--- src/core/pe_map.svh ---
`ifndef PE_MAP_SVH
`define PE_MAP_SVH

// ----------------------------------------
// clock and timing
// ----------------------------------------
`define PE_CLK_NS        10
`define PE_BLC_US        100
`define PE_BLC_CYC       ((`PE_BLC_US * 1000) / `PE_CLK_NS)
`define PE_LOAD_MARGIN   8
`define PE_WR_MS         5
`define PE_BUSY_CYC      ((`PE_WR_MS * 2000000) / `PE_CLK_NS)
`define PE_GLITCH_NS     5
`define PE_WE_CYC        (((`PE_GLITCH_NS + `PE_CLK_NS - 1) / `PE_CLK_NS) + 1)
`define PE_ACC_NS        120
`define PE_RD_CYC        ((`PE_ACC_NS + `PE_CLK_NS - 1) / `PE_CLK_NS)

// ----------------------------------------
// field positions and counts
// ----------------------------------------
`define PE_ROW_LSB       7
`define PE_MSB_BIT       7
`define PE_ALT_BIT       6
`define PE_CONFIRM_READS 2'h2
`define PE_PROT_LAST     3'h2
`define PE_ERASE_LAST    3'h5

// ----------------------------------------
// command sequences, {addr, data} per entry, first entry in the top bits
// ----------------------------------------
`define PE_PROT_SEQ      72'h11_1101_2222_0233_3303
`define PE_ERASE_SEQ     144'h1111_1122_2212_3333_1344_4414_5555_1566_6616

`endif

--- src/core/pe_pkg.sv ---
`default_nettype none

package pe_pkg;

    typedef enum logic [1:0] {
        PE_OP_READ  = 2'b00,
        PE_OP_WRITE = 2'b01,
        PE_OP_ERASE = 2'b10
    } pe_op_e;

    typedef struct packed {
        pe_op_e      op;
        logic        protect;
        logic        last;
        logic [15:0] addr;
        logic [7:0]  data;
    } pe_cmd_s;

    typedef struct packed {
        logic [7:0] data;
        logic       timeout;
    } pe_rsp_s;

    typedef struct packed {
        logic        ce_n;
        logic        oe_n;
        logic        we_n;
        logic [15:0] addr;
        logic [7:0]  dq_o;
        logic        dq_oe;
    } pe_pins_s;

    typedef enum logic [1:0] {
        PE_CY_IDLE   = 2'b00,
        PE_CY_SETUP  = 2'b01,
        PE_CY_STROBE = 2'b10,
        PE_CY_HOLD   = 2'b11
    } pe_cyc_e;

    typedef struct packed {
        pe_cyc_e    st;
        logic       wr;
        logic [3:0] cnt;
        pe_pins_s   pins;
        logic [7:0] rdata;
        logic       done;
    } pe_cyc_s;

    typedef enum logic [2:0] {
        PE_ST_IDLE = 3'b000,
        PE_ST_READ = 3'b001,
        PE_ST_SEQ  = 3'b010,
        PE_ST_DATA = 3'b011,
        PE_ST_LOAD = 3'b100,
        PE_ST_POLL = 3'b101
    } pe_st_e;

    typedef struct packed {
        pe_st_e      st;
        logic        erase;
        logic [2:0]  idx;
        logic        pend;
        pe_cmd_s     cmd;
        logic [8:0]  row;
        logic [23:0] gap;
        logic [23:0] busy;
        logic        have_prev;
        logic        prev_alt;
        logic [1:0]  conf;
        pe_rsp_s     rsp;
        logic        rsp_valid;
    } pe_ctl_s;

endpackage : pe_pkg

`default_nettype wire

--- src/core/pe_bus_cycle.sv ---
`include "pe_map.svh"
`default_nettype none

module pe_bus_cycle import pe_pkg::*; #(
    parameter int WE_CYC = `PE_WE_CYC,
    parameter int RD_CYC = `PE_RD_CYC
) (
    // clock and reset
    input  wire logic       core_clk,
    input  wire logic       reset,
    // cycle request
    input  wire logic       start,
    input  wire logic       wr,
    input  wire logic [15:0] addr,
    input  wire logic [7:0] wdata,
    output logic            busy,
    output logic            done,
    output logic [7:0]      rdata,
    // device pins
    output pe_pins_s        pins,
    input  wire logic [7:0] dq_i
);

    localparam pe_cyc_s CYC_RST = '{st: PE_CY_IDLE, wr: 1'b0, cnt: 4'h0,
        pins: '{ce_n: 1'b1, oe_n: 1'b1, we_n: 1'b1, addr: 16'h0000,
                dq_o: 8'h00, dq_oe: 1'b0},
        rdata: 8'h00, done: 1'b0};

    pe_cyc_s s_r;
    pe_cyc_s s_nxt;

    // ----------------------------------------
    // one strobe cycle: chip select first, strobe last
    // ----------------------------------------
    always_comb begin
        s_nxt      = s_r;
        s_nxt.done = 1'b0;
        unique case (s_r.st)
            PE_CY_IDLE: begin
                if (start) begin
                    s_nxt.st         = PE_CY_SETUP;
                    s_nxt.wr         = wr;
                    s_nxt.pins.ce_n  = 1'b0;
                    s_nxt.pins.addr  = addr;
                    s_nxt.pins.dq_o  = wdata;
                    s_nxt.pins.dq_oe = wr;
                end
            end
            PE_CY_SETUP: begin
                s_nxt.st  = PE_CY_STROBE;
                s_nxt.cnt = 4'h0;
                // write strobe falls last, so it latches the held address
                if (s_r.wr) begin
                    s_nxt.pins.we_n = 1'b0;
                end else begin
                    s_nxt.pins.oe_n = 1'b0;
                end
            end
            PE_CY_STROBE: begin
                s_nxt.cnt = s_r.cnt + 4'h1;
                if (s_r.cnt == (s_r.wr ? 4'(WE_CYC - 1) : 4'(RD_CYC - 1))) begin
                    s_nxt.st        = PE_CY_HOLD;
                    s_nxt.pins.we_n = 1'b1;
                    s_nxt.pins.oe_n = 1'b1;
                    s_nxt.rdata     = s_r.wr ? s_r.rdata : dq_i;
                end
            end
            PE_CY_HOLD: begin
                // data still driven one cycle past the strobe rise
                s_nxt.st         = PE_CY_IDLE;
                s_nxt.pins.ce_n  = 1'b1;
                s_nxt.pins.dq_oe = 1'b0;
                s_nxt.done       = 1'b1;
            end
        endcase
    end

    always_ff @(posedge core_clk or posedge reset) begin
        if (reset) begin
            s_r <= CYC_RST;
        end else begin
            s_r <= s_nxt;
        end
    end

    assign busy  = (s_r.st != PE_CY_IDLE);
    assign done  = s_r.done;
    assign rdata = s_r.rdata;
    assign pins  = s_r.pins;
endmodule : pe_bus_cycle

`default_nettype wire

--- src/core/pe_host_ctrl.sv ---
// Summary of operation
// - read data only with select and gate low
// - page load takes one to 128 bytes
// - protection prefix leaves device protected afterwards
// - only status reads during internal write
// - all page bytes share row bits 15..7
// - next byte within load interval extends page
// - six-byte sequence erases whole array to ones
// - only alternating-bit read during chip erase
// - confirm apparent completion with two more reads
`include "pe_map.svh"
`default_nettype none

module pe_host_ctrl import pe_pkg::*; #(
    parameter int           BLC_CYC   = `PE_BLC_CYC,
    parameter int           BUSY_CYC  = `PE_BUSY_CYC,
    parameter int           WE_CYC    = `PE_WE_CYC,
    parameter int           RD_CYC    = `PE_RD_CYC,
    parameter logic [71:0]  PROT_SEQ  = `PE_PROT_SEQ,
    parameter logic [143:0] ERASE_SEQ = `PE_ERASE_SEQ
) (
    // clock and reset
    input  wire logic       core_clk,
    input  wire logic       reset,
    // command stream
    input  wire logic       cmd_valid,
    output logic            cmd_ready,
    input  wire pe_cmd_s    cmd,
    // answers
    output logic            rsp_valid,
    output pe_rsp_s         rsp,
    // device pins
    output pe_pins_s        pins,
    input  wire logic [7:0] dq_i
);

    pe_ctl_s     s_r;
    pe_ctl_s     s_nxt;
    logic        take;
    logic        start;
    logic        bwr;
    logic [15:0] baddr;
    logic [7:0]  bwdata;
    logic        bbusy;
    logic        bdone;
    logic [7:0]  brdata;
    logic [23:0] seq_word;
    logic        status_ok;

    // ----------------------------------------
    // bus cycle engine
    // ----------------------------------------
    pe_bus_cycle #(
        .WE_CYC (WE_CYC),
        .RD_CYC (RD_CYC)
    ) u_cycle (
        .core_clk (core_clk),
        .reset    (reset),
        .start    (start),
        .wr       (bwr),
        .addr     (baddr),
        .wdata    (bwdata),
        .busy     (bbusy),
        .done     (bdone),
        .rdata    (brdata),
        .pins     (pins),
        .dq_i     (dq_i)
    );

    // ----------------------------------------
    // request side
    // ----------------------------------------
    // a byte for another row is held off; the page then times out and
    // the byte opens a fresh page once the device is idle again
    assign cmd_ready = (s_r.st == PE_ST_IDLE) ||
                       ((s_r.st == PE_ST_LOAD) && (cmd.op == PE_OP_WRITE) &&
                        (cmd.addr[15:`PE_ROW_LSB] == s_r.row));
    assign take      = cmd_valid && cmd_ready;

    // no new poll read once the give-up count is reached, or a stray read
    // would still run after the answer and feed the next command
    assign start = !s_r.pend && !bbusy &&
                   ((s_r.st == PE_ST_READ) || (s_r.st == PE_ST_SEQ) ||
                    (s_r.st == PE_ST_DATA) ||
                    ((s_r.st == PE_ST_POLL) && (s_r.busy < 24'(BUSY_CYC - 1))));

    always_comb begin
        int k;
        k = s_r.erase ? int'(`PE_ERASE_LAST - s_r.idx) : int'(`PE_PROT_LAST - s_r.idx);
        seq_word = s_r.erase ? ERASE_SEQ[k * 24 +: 24] : PROT_SEQ[k * 24 +: 24];
    end

    assign bwr    = (s_r.st == PE_ST_SEQ) || (s_r.st == PE_ST_DATA);
    assign baddr  = (s_r.st == PE_ST_SEQ) ? seq_word[23:8] : s_r.cmd.addr;
    assign bwdata = (s_r.st == PE_ST_SEQ) ? seq_word[7:0] : s_r.cmd.data;

    // erase is judged by the alternating bit alone; a page write by the
    // true msb of the last byte loaded
    assign status_ok = s_r.erase ?
        (s_r.have_prev && (s_r.prev_alt == brdata[`PE_ALT_BIT])) :
        (brdata[`PE_MSB_BIT] == s_r.cmd.data[`PE_MSB_BIT]);

    // ----------------------------------------
    // sequencer
    // ----------------------------------------
    always_comb begin
        s_nxt           = s_r;
        s_nxt.rsp_valid = 1'b0;
        if (start) begin
            s_nxt.pend = 1'b1;
        end
        if (bdone) begin
            s_nxt.pend = 1'b0;
        end
        unique case (s_r.st)
            PE_ST_IDLE: begin
                if (take) begin
                    s_nxt.cmd       = cmd;
                    s_nxt.row       = cmd.addr[15:`PE_ROW_LSB];
                    s_nxt.idx       = 3'h0;
                    s_nxt.busy      = 24'h00_0000;
                    s_nxt.conf      = 2'h0;
                    s_nxt.have_prev = 1'b0;
                    s_nxt.erase     = (cmd.op == PE_OP_ERASE);
                    unique case (cmd.op)
                        PE_OP_READ:  s_nxt.st = PE_ST_READ;
                        PE_OP_WRITE: s_nxt.st = cmd.protect ? PE_ST_SEQ : PE_ST_DATA;
                        PE_OP_ERASE: s_nxt.st = PE_ST_SEQ;
                        default:     s_nxt.st = PE_ST_IDLE;
                    endcase
                end
            end
            PE_ST_READ: begin
                if (bdone) begin
                    s_nxt.st          = PE_ST_IDLE;
                    s_nxt.rsp         = '{data: brdata, timeout: 1'b0};
                    s_nxt.rsp_valid   = 1'b1;
                end
            end
            PE_ST_SEQ: begin
                if (bdone) begin
                    s_nxt.idx = s_r.idx + 3'h1;
                    if (s_r.idx == (s_r.erase ? `PE_ERASE_LAST : `PE_PROT_LAST)) begin
                        s_nxt.st = s_r.erase ? PE_ST_POLL : PE_ST_DATA;
                    end
                end
            end
            PE_ST_DATA: begin
                if (bdone) begin
                    s_nxt.gap = 24'h00_0000;
                    // status is valid from this strobe rise on
                    s_nxt.st  = s_r.cmd.last ? PE_ST_POLL : PE_ST_LOAD;
                end
            end
            PE_ST_LOAD: begin
                s_nxt.gap = s_r.gap + 24'h00_0001;
                if (take) begin
                    s_nxt.cmd = cmd;
                    s_nxt.st  = PE_ST_DATA;
                end else if (s_r.gap == 24'(BLC_CYC - `PE_LOAD_MARGIN)) begin
                    // stop early so a late byte never lands after the device closed
                    s_nxt.st = PE_ST_POLL;
                end
            end
            PE_ST_POLL: begin
                s_nxt.busy = s_r.busy + 24'h00_0001;
                if (bdone) begin
                    s_nxt.have_prev = 1'b1;
                    s_nxt.prev_alt  = brdata[`PE_ALT_BIT];
                    if (!status_ok) begin
                        s_nxt.conf = 2'h0;
                    end else if (s_r.conf == `PE_CONFIRM_READS) begin
                        s_nxt.st        = PE_ST_IDLE;
                        s_nxt.rsp       = '{data: brdata, timeout: 1'b0};
                        s_nxt.rsp_valid = 1'b1;
                    end else begin
                        s_nxt.conf = s_r.conf + 2'h1;
                    end
                end else if (!bbusy && !s_r.pend &&
                             (s_r.busy >= 24'(BUSY_CYC - 1))) begin
                    // device never finished: give up at twice the typical time
                    s_nxt.st        = PE_ST_IDLE;
                    s_nxt.rsp       = '{data: 8'h00, timeout: 1'b1};
                    s_nxt.rsp_valid = 1'b1;
                end
            end
            default: s_nxt.st = PE_ST_IDLE;
        endcase
    end

    always_ff @(posedge core_clk or posedge reset) begin
        if (reset) begin
            s_r <= '0;
        end else begin
            s_r <= s_nxt;
        end
    end

    assign rsp_valid = s_r.rsp_valid;
    assign rsp       = s_r.rsp;
endmodule : pe_host_ctrl

`default_nettype wire

--- config.mk ---
export PLATFORM = sky130hd
export DESIGN_NAME = pe_host_ctrl
export DESIGN_NICKNAME = d
export VERILOG_FILES = /design/src/core/pe_pkg.sv /design/src/core/pe_bus_cycle.sv /design/src/core/pe_host_ctrl.sv
export VERILOG_INCLUDE_DIRS = /design/src /design/src/core
export SDC_FILE = /design/constraint.sdc
export NUM_CORES = 1
export LEC_CHECK = 0
export ABC_AREA = 0
export BUFFER_PORTS_ARGS = -buffer_cell sky130_fd_sc_hd__buf_2
export CORE_ASPECT_RATIO = 1.1
export CORE_MARGIN = 5
export CORE_UTILIZATION = 50
export DETAILED_ROUTE_END_ITERATION = 6
export PLACE_DENSITY = 0.79
export REMOVE_ABC_BUFFERS = 1
export SLEW_MARGIN = 25
export SYNTH_ARGS = -nofsm -noshare
export SYNTH_HDL_FRONTEND = slang
export SYNTH_SLANG_ARGS = --single-unit
--- constraint.sdc ---
create_clock -name core_clk -period 5.9 [get_ports core_clk]
set_clock_uncertainty 0.05 [all_clocks]
set_input_delay 1.18 -clock core_clk [delete_from_list [all_inputs] [get_ports core_clk]]
set_output_delay 1.18 -clock core_clk [all_outputs]
set_load 0.02 [all_outputs]
Word-level counts from Yosys, hierarchy flattened --
Cells that the tools add are included. W data, S select, Z words.
Cells by class: $lt $le $gt $ge 2, multiplexer cells 57, equality and inequality tests 33, multiply operators 1, reductions and logical operators 43, add/sub/neg operators 7, shift-type cells 2, bitwise gates (word level) 1
Operators with widths (count):
- $shiftx A144 B32 Y24 const A | 1
- $pmux W25 S2 | 2
- $shiftx A72 B32 Y24 const A | 1
- $mux W10 | 5
- $mux W25 | 2
- $add A24 B1 Y24 const B | 2
- $mux W24 | 2
- $pmux W24 S2 | 1
- $mux W3 | 14
- $mux W34 | 1
- $mul A32 B3 Y29 const B | 1
- $mux W32 | 1
- $eq A24 B14 Y1 const B | 1
- $ge A24 B20 Y1 const B | 1
- $lt A24 B20 Y1 const B | 1
- $pmux W10 S2 | 1
- $pmux W3 S6 | 1
- $reduce_and A3 Y1 | 6
- $reduce_bool A2 Y1 | 9
- $mux W16 | 1
- $ne A2 B1 Y1 const B | 7
- $reduce_and A2 Y1 | 7
- $mux W1 | 10
- $eq A9 B9 Y1 | 1
- other kinds (36) | 67
Word-level totals: output and inout port bits 39, logic and storage cells 173, input bits 39, bits in registers 148

Logic depth before layout (Yosys ltp) --
depth in word-level cells 7, depth in mapped cells 14, depth with buffers taken out 13

By module --
Synthesis repeated with hierarchy kept, for this count alone.
Unflattened totals: cell total of the unflattened synthesis 881, area, all modules 8608.3 um2
By module, submodules not included:
- pe_host_ctrl | area each 6463.7 um2, sequential area each 2602.5 um2, cells each 710, instances 1
- pe_bus_cycle | area each 2144.6 um2, sequential area each 1104.8 um2, cells each 171, instances 1

Worst setup path before layout --
No wires, ideal clock.
path kind reg-to-reg, from register s_r[103] in the netlist's numbering, to register u_cycle.s_r, in the netlist u_cycle.pins[10], path slack 2064 ps, required time 5755 ps, period minus slack after synthesis 3836 ps, stages on the path, launching flop included 15, path buffers 3, arrival time 3691 ps, cell sequence dfrtp_1 -> clkbuf_1 -> clkbuf_1 -> clkbuf_1 -> nor2_1 -> a21oi_1 -> ha_1 -> ha_1 -> fa_1 -> inv_1 -> nor4_1 -> nand2_1 -> o21ai_0 -> a31oi_1 -> o31ai_1
Between the ends: cells in the longest elaborated chain, start to end 5
RTL lines:
- from (decl) | RTL line pe_host_ctrl.sv:37 | pe_ctl_s s_r;
- from (signal assigned) | RTL line pe_host_ctrl.sv:195 | s_r <= s_nxt;
- $mux W32 | RTL line pe_host_ctrl.sv:89 | k = s_r.erase ? int'(`PE_ERASE_LAST - s_r.idx) : int'(`PE_PROT_LAST - s_r.idx);
- $mul A32 B3 Y29 | RTL line pe_host_ctrl.sv:90 | seq_word = s_r.erase ? ERASE_SEQ[k * 24 +: 24] : PROT_SEQ[k * 24 +: 24];
- $shiftx A144 B32 Y24 / $shiftx A72 B32 Y24 (equally long branches) | RTL line pe_host_ctrl.sv:90
- $mux W24 (*) | RTL line pe_host_ctrl.sv:90
- $mux W16 (*) | RTL line pe_host_ctrl.sv:94 | assign baddr = (s_r.st == PE_ST_SEQ) ? seq_word[23:8] : s_r.cmd.addr;
- to (signal assigned) | RTL line pe_bus_cycle.sv:82 | s_r <= s_nxt;
- to (decl) | RTL line pe_bus_cycle.sv:29 | pe_cyc_s s_r;
Every way passes the cells marked *; elsewhere a longest branch is shown, timed or not. A chain may end at the register's enable or synchronous reset.

Final worst setup path --
from register s_r[100] in the netlist's numbering, to register u_cycle.s_r, in the netlist u_cycle.pins[10]
Between the ends: cells in the longest elaborated chain, start to end 6
RTL lines (RTL line):
- $sub A2 B3 Y4 (no line) / $sub A3 B3 Y4 (equally long branches)
- $mux W32 (*) | pe_host_ctrl.sv:89
- $mul A32 B3 Y29 (*) | pe_host_ctrl.sv:90
- $shiftx A144 B32 Y24 / $shiftx A72 B32 Y24 (equally long branches) | pe_host_ctrl.sv:90
- $mux W24 (*) | pe_host_ctrl.sv:90
- $mux W16 (*) | pe_host_ctrl.sv:94
Marked as above.

==> summary.md <==
| Metric | Value |
|---|---|
| Status | completed |
| Data arrival, critical path | 4.81 ns |
| Final GP Congestion | 0.904 |
| Largest delay contributor family on the critical path | adder cells |
| Biggest fanout along the worst timing path | 23 |
| Number of fill cells | 1,407 |
| Max-cap violations | 0 |
| Number of global-route vias before repair | 6,179 |
| Pwr per Cell Area | 602 nW/um2 |
| Final setup violation count | 0 |
| Headroom to the max-slew limit | 44.0% |
| Area of the die | 19,100 um2 |
| Summed area of non-filler cells in the final layout | 9080 um2 |
| Buffers plus inverters on the worst setup path | 3 |
| Start-to-end type of the worst setup path | flip-flop to flip-flop |
| IR Drop Worst-Case VDD | 260 uV |
| Total area of multi-input combinational cells | 3960 um2 |
| Final worst hold slack | 0.422 ns |
| Count of nets after finishing | 960 |
| Crit path capture type | flip-flop |
| Area growth, synth to finish | 10.5% |
| Cell-by-cell listing of the critical path | ha_1 > xor2_1 > nor2_1 > a21oi_1 > ha_1 > ha_1 > fa_1 > buf_4 > inv_1 > nor4_1 > buf_4 > nand2_1 > o21ai_0 > a31oi_1 > o31ai_1 |
| Max Buffers Root-to-Sink | 2 |
| Library cell with the largest summed area after synthesis | sky130_fd_sc_hd__dfrtp_1 |
| Largest net degree at the start of global routing | 105 |
| Wire length of the first global-routing pass | 31.5 mm |
| Insertion delay of the later-clocked pin in the worst-skew pair | 0.43 ns |
| CTS tree | yes |
| RSZ-0062 raised after global routing | no |
| CTS Hold Buffers Added | 0 |
| Sort of element at the start of the critical path | flip-flop |
| Routed wire length | 18.6 mm |
| Count of port buffers added during placement | 77 |
| Data required, critical path | 6.19 ns |
| Clock Tree Root | sky130_fd_sc_hd__clkbuf_16 |
| Inserted Clock Buffers | 17 |
| H-tree depth reported by CTS | 4 |
| Diodes inserted | 0 |
| Number of antenna violations at the first check in global routing | 0 |
| Share of async-settable or async-resettable flops after synthesis | 100% |
| Post-CTS repair timing setup buffer count | 0 |
| Length in cells of the worst reg-to-reg path | 15 |
| Launch point of the worst reg-to-reg path | s_r[100]$_DFFE_PP0P_ |
| Reg2Reg Capture Point | u_cycle.pins[10]$_DFFE_PP0P_ |
| GR Util All Layers | 20.0% |
| Number of nets still failing antenna checks after routing | 0 |
| Proportion of layout cells with a drive suffix above 1 | 19.7% |
| Area of the mapped netlist | 8210 um2 |
| Final period util | 76.5% |
| Placement Rows | 49 |
| Chip height | 144 um |
| LEAKAGE | 4.10 nW |
| Critical-path cell with the highest stage delay | sky130_fd_sc_hd__dfrtp_1 |
| Clock-pin slew on the worst setup and hold paths | 0.07 ns |
| Max frequency | 222 MHz |
| Share of synthesized area occupied by flip-flops and latches | 45.1% |
| Total via count after detailed routing | 6,534 |
| Number of DRC markers in iteration 0 | 745 |
| Number of gates resized after CTS | 0 |
| Startpoint of the worst hold path | u_cycle.pins[5]$_DFFE_PP0P_ |
| Mean Syn Cell Area | 9.40 um2 |
| Dominant cell type by count on the critical path | sky130_fd_sc_hd__ha_1 |
| Die W | 132 um |
| Setup slack on the worst flop-to-flop path | 1.39 ns |
| Number of distinct library cells after synthesis | 78 |
| Tightest Hold Check Type | flip-flop to flip-flop |
| Slew Viols, Final | 0 |
| Capture endpoint of the worst hold path | u_cycle.pins[5]$_DFFE_PP0P_ |
| Placement-stage cell area | 8490 um2 |
| TritonCTS Sinks | 148 |
| Number of flops mapped to enable cells by yosys | 0 |
| Warnings, synthesis | 0 |
| Final number of hold-violating endpoints | 0 |
| Most frequent cells in the layout | sky130_fd_sc_hd__dfrtp_1 (145), sky130_fd_sc_hd__nand2_1 (139), sky130_fd_sc_hd__o21ai_0 (87) |
| Period minus WS final | 4.51 ns |
| Detailed placement HPWL | 12.4 mm |
| Fraction of synthesized cell area taken by the top area cell type | 44.2% |
| Number of stages on the worst hold path | 2 |
| Starting density of the core | 50.6% |
| Cell types with the largest area share after synthesis | sky130_fd_sc_hd__dfrtp_1 (44%), sky130_fd_sc_hd__nand2_1 (6.4%), sky130_fd_sc_hd__o21ai_0 (5.3%) |
| Most common cell after layout, fill and taps aside | sky130_fd_sc_hd__dfrtp_1 |
| Crit-path max cell delay | 0.89 ns |
| Boundary Pins | 78 |
| Core area | 16,200 um2 |
| Predominant post-synthesis flop cell | sky130_fd_sc_hd__dfrtp_1 |
| Aggregate global routing overflow | 0 |
| Detailed-router iteration count before antenna repair | 5 |
| Area taken by flip-flops and latches | 3710 um2 |
| Remaining DRCs | 0 |
| Via density per instance | 5.85 |
| Worst Tran Pin Value | 0.841 ns |
| Gate count of the mapped netlist | 874 |
| Sum of negative setup slack | 0 ns |
| Flip-flop and latch count after synthesis | 148 |
| Routed len/inst | 16.6 um |
-- worst register-to-register path, stage by stage (launching register included) --
cell                      delay (ns)
sky130_fd_sc_hd__dfrtp_1        0.89
sky130_fd_sc_hd__ha_1           0.34
sky130_fd_sc_hd__xor2_1         0.15
sky130_fd_sc_hd__nor2_1         0.05
sky130_fd_sc_hd__a21oi_1        0.21
sky130_fd_sc_hd__ha_1           0.27
sky130_fd_sc_hd__ha_1           0.19
sky130_fd_sc_hd__fa_1           0.48
sky130_fd_sc_hd__buf_4          0.23
sky130_fd_sc_hd__inv_1          0.18
sky130_fd_sc_hd__nor4_1         0.51
sky130_fd_sc_hd__buf_4          0.23
sky130_fd_sc_hd__nand2_1        0.06
sky130_fd_sc_hd__o21ai_0        0.28
sky130_fd_sc_hd__a31oi_1        0.07
sky130_fd_sc_hd__o31ai_1        0.23
-- Yosys cell counts (all sizes together) (3+ instances only) --
library cell and number:
dfrtp 145, nand2 139, o21ai 90, buf 50
nor2 42, nand3 41, mux2 37, clkbuf 31
inv 25, a21oi 23, ha 21, nand4 19
mux2i 18, a31oi 14, o31ai 13, xnor2 13
nor3 12, o211ai 11, a22o 10, nor2b 10
nor4 9, a22oi 8, nand2b 8, a211oi 7
o22ai 6, a32oi 5, xor2 5, or4 4
a2111oi 3, a221oi 3, and4 3, dfstp 3
or2 3, or3b 3
-- power breakdown --
| part | total [mW] | internal, mW | switching [mW] |
|---|---|---|---|
| registers | 1.60 | 1.33 | 0.267 |
| logic | 2.79 | 1.04 | 1.74 |
| clock network | 1.08 | 0.598 | 0.480 |
| total | 5.46 | 2.97 | 2.49 |
-- metal layers --
| metal | vias up | share of wire [%] | track usage (%) |
|---|---|---|---|
| li1 | 3172 | - | - |
| met1 | 3162 | 45 | 27.2 |
| met3 | 32 | 4.7 | 4.35 |
| met2 | 168 | 48 | 32.2 |
| met4 | 0 | 1.8 | 6.43 |
| met5 | - | 0 | 0 |
-- sequential cells by signal (all words and copies together) (netlist names) --
signal,flops
rsp,9
s_r,94
u_cycle.s_r,7
u_cycle.rdata,8
u_cycle.done,1
u_cycle.pins,28
rsp_valid,1
-- area by class of cell --
cell class | count | share of cell area (%)
Clock buffer | 17 | 4.69
Tap cell | 204 | 2.81
Clock inverter | 15 | 1.75
Multi-Input combinational cell | 618 | 43.6
Inverter | 27 | 1.20
Timing Repair Buffer | 87 | 5.07
Sequential cell | 148 | 40.8
-- metrics by stage --
| step | setup WS [ns] | total power [mW] | std cells | util (%) |
|---|---|---|---|---|
| 2_1_floorplan | 0.695 | 3.58 | 793 | - |
| 3_3_place_gp | 1.62 | 4.34 | 1084 | 52.2 |
| 3_5_place_dp | 1.51 | 4.36 | 1084 | 52.2 |
| 4_1_cts | 1.47 | 5.46 | 1116 | 55.8 |
| 5_1_grt | 1.12 | 5.90 | 1116 | 55.9 |
| 6_report | 1.39 | 5.46 | 1116 | 55.9 |
-- how the worst max path moves through the flow --
stage | from | to | slack (ns) | depth (start not counted)
after floorplan | reset | rsp[0]$_DFFE_PP0P_ | 0.70 | 1
after global placement | s_r[100]$_DFFE_PP0P_ | u_cycle.pins[10]$_DFFE_PP0P_ | 1.62 | 15
after detailed placement | s_r[100]$_DFFE_PP0P_ | u_cycle.pins[10]$_DFFE_PP0P_ | 1.51 | 15
after CTS | s_r[100]$_DFFE_PP0P_ | u_cycle.pins[10]$_DFFE_PP0P_ | 1.47 | 15
after global routing | s_r[100]$_DFFE_PP0P_ | u_cycle.pins[22]$_DFFE_PP0P_ | 1.12 | 15
final | s_r[100]$_DFFE_PP0P_ | u_cycle.pins[10]$_DFFE_PP0P_ | 1.39 | 15
-- cells by family after synthesis --
| family | after synthesis | share of synthesized area [%] |
|---|---|---|
| AND/OR/NAND/NOR | 304 | 18.0 |
| AO/OA/AOI/OAI | 218 | 17.3 |
| flip-flops | 148 | 45.1 |
| buffers and inverters | 108 | 6.79 |
| multiplexers | 55 | 7.27 |
| adder cells (fa/ha/maj) | 23 | 3.56 |
| XOR/XNOR | 18 | 1.92 |
Note: power is estimated with default switching activity, not from simulation.
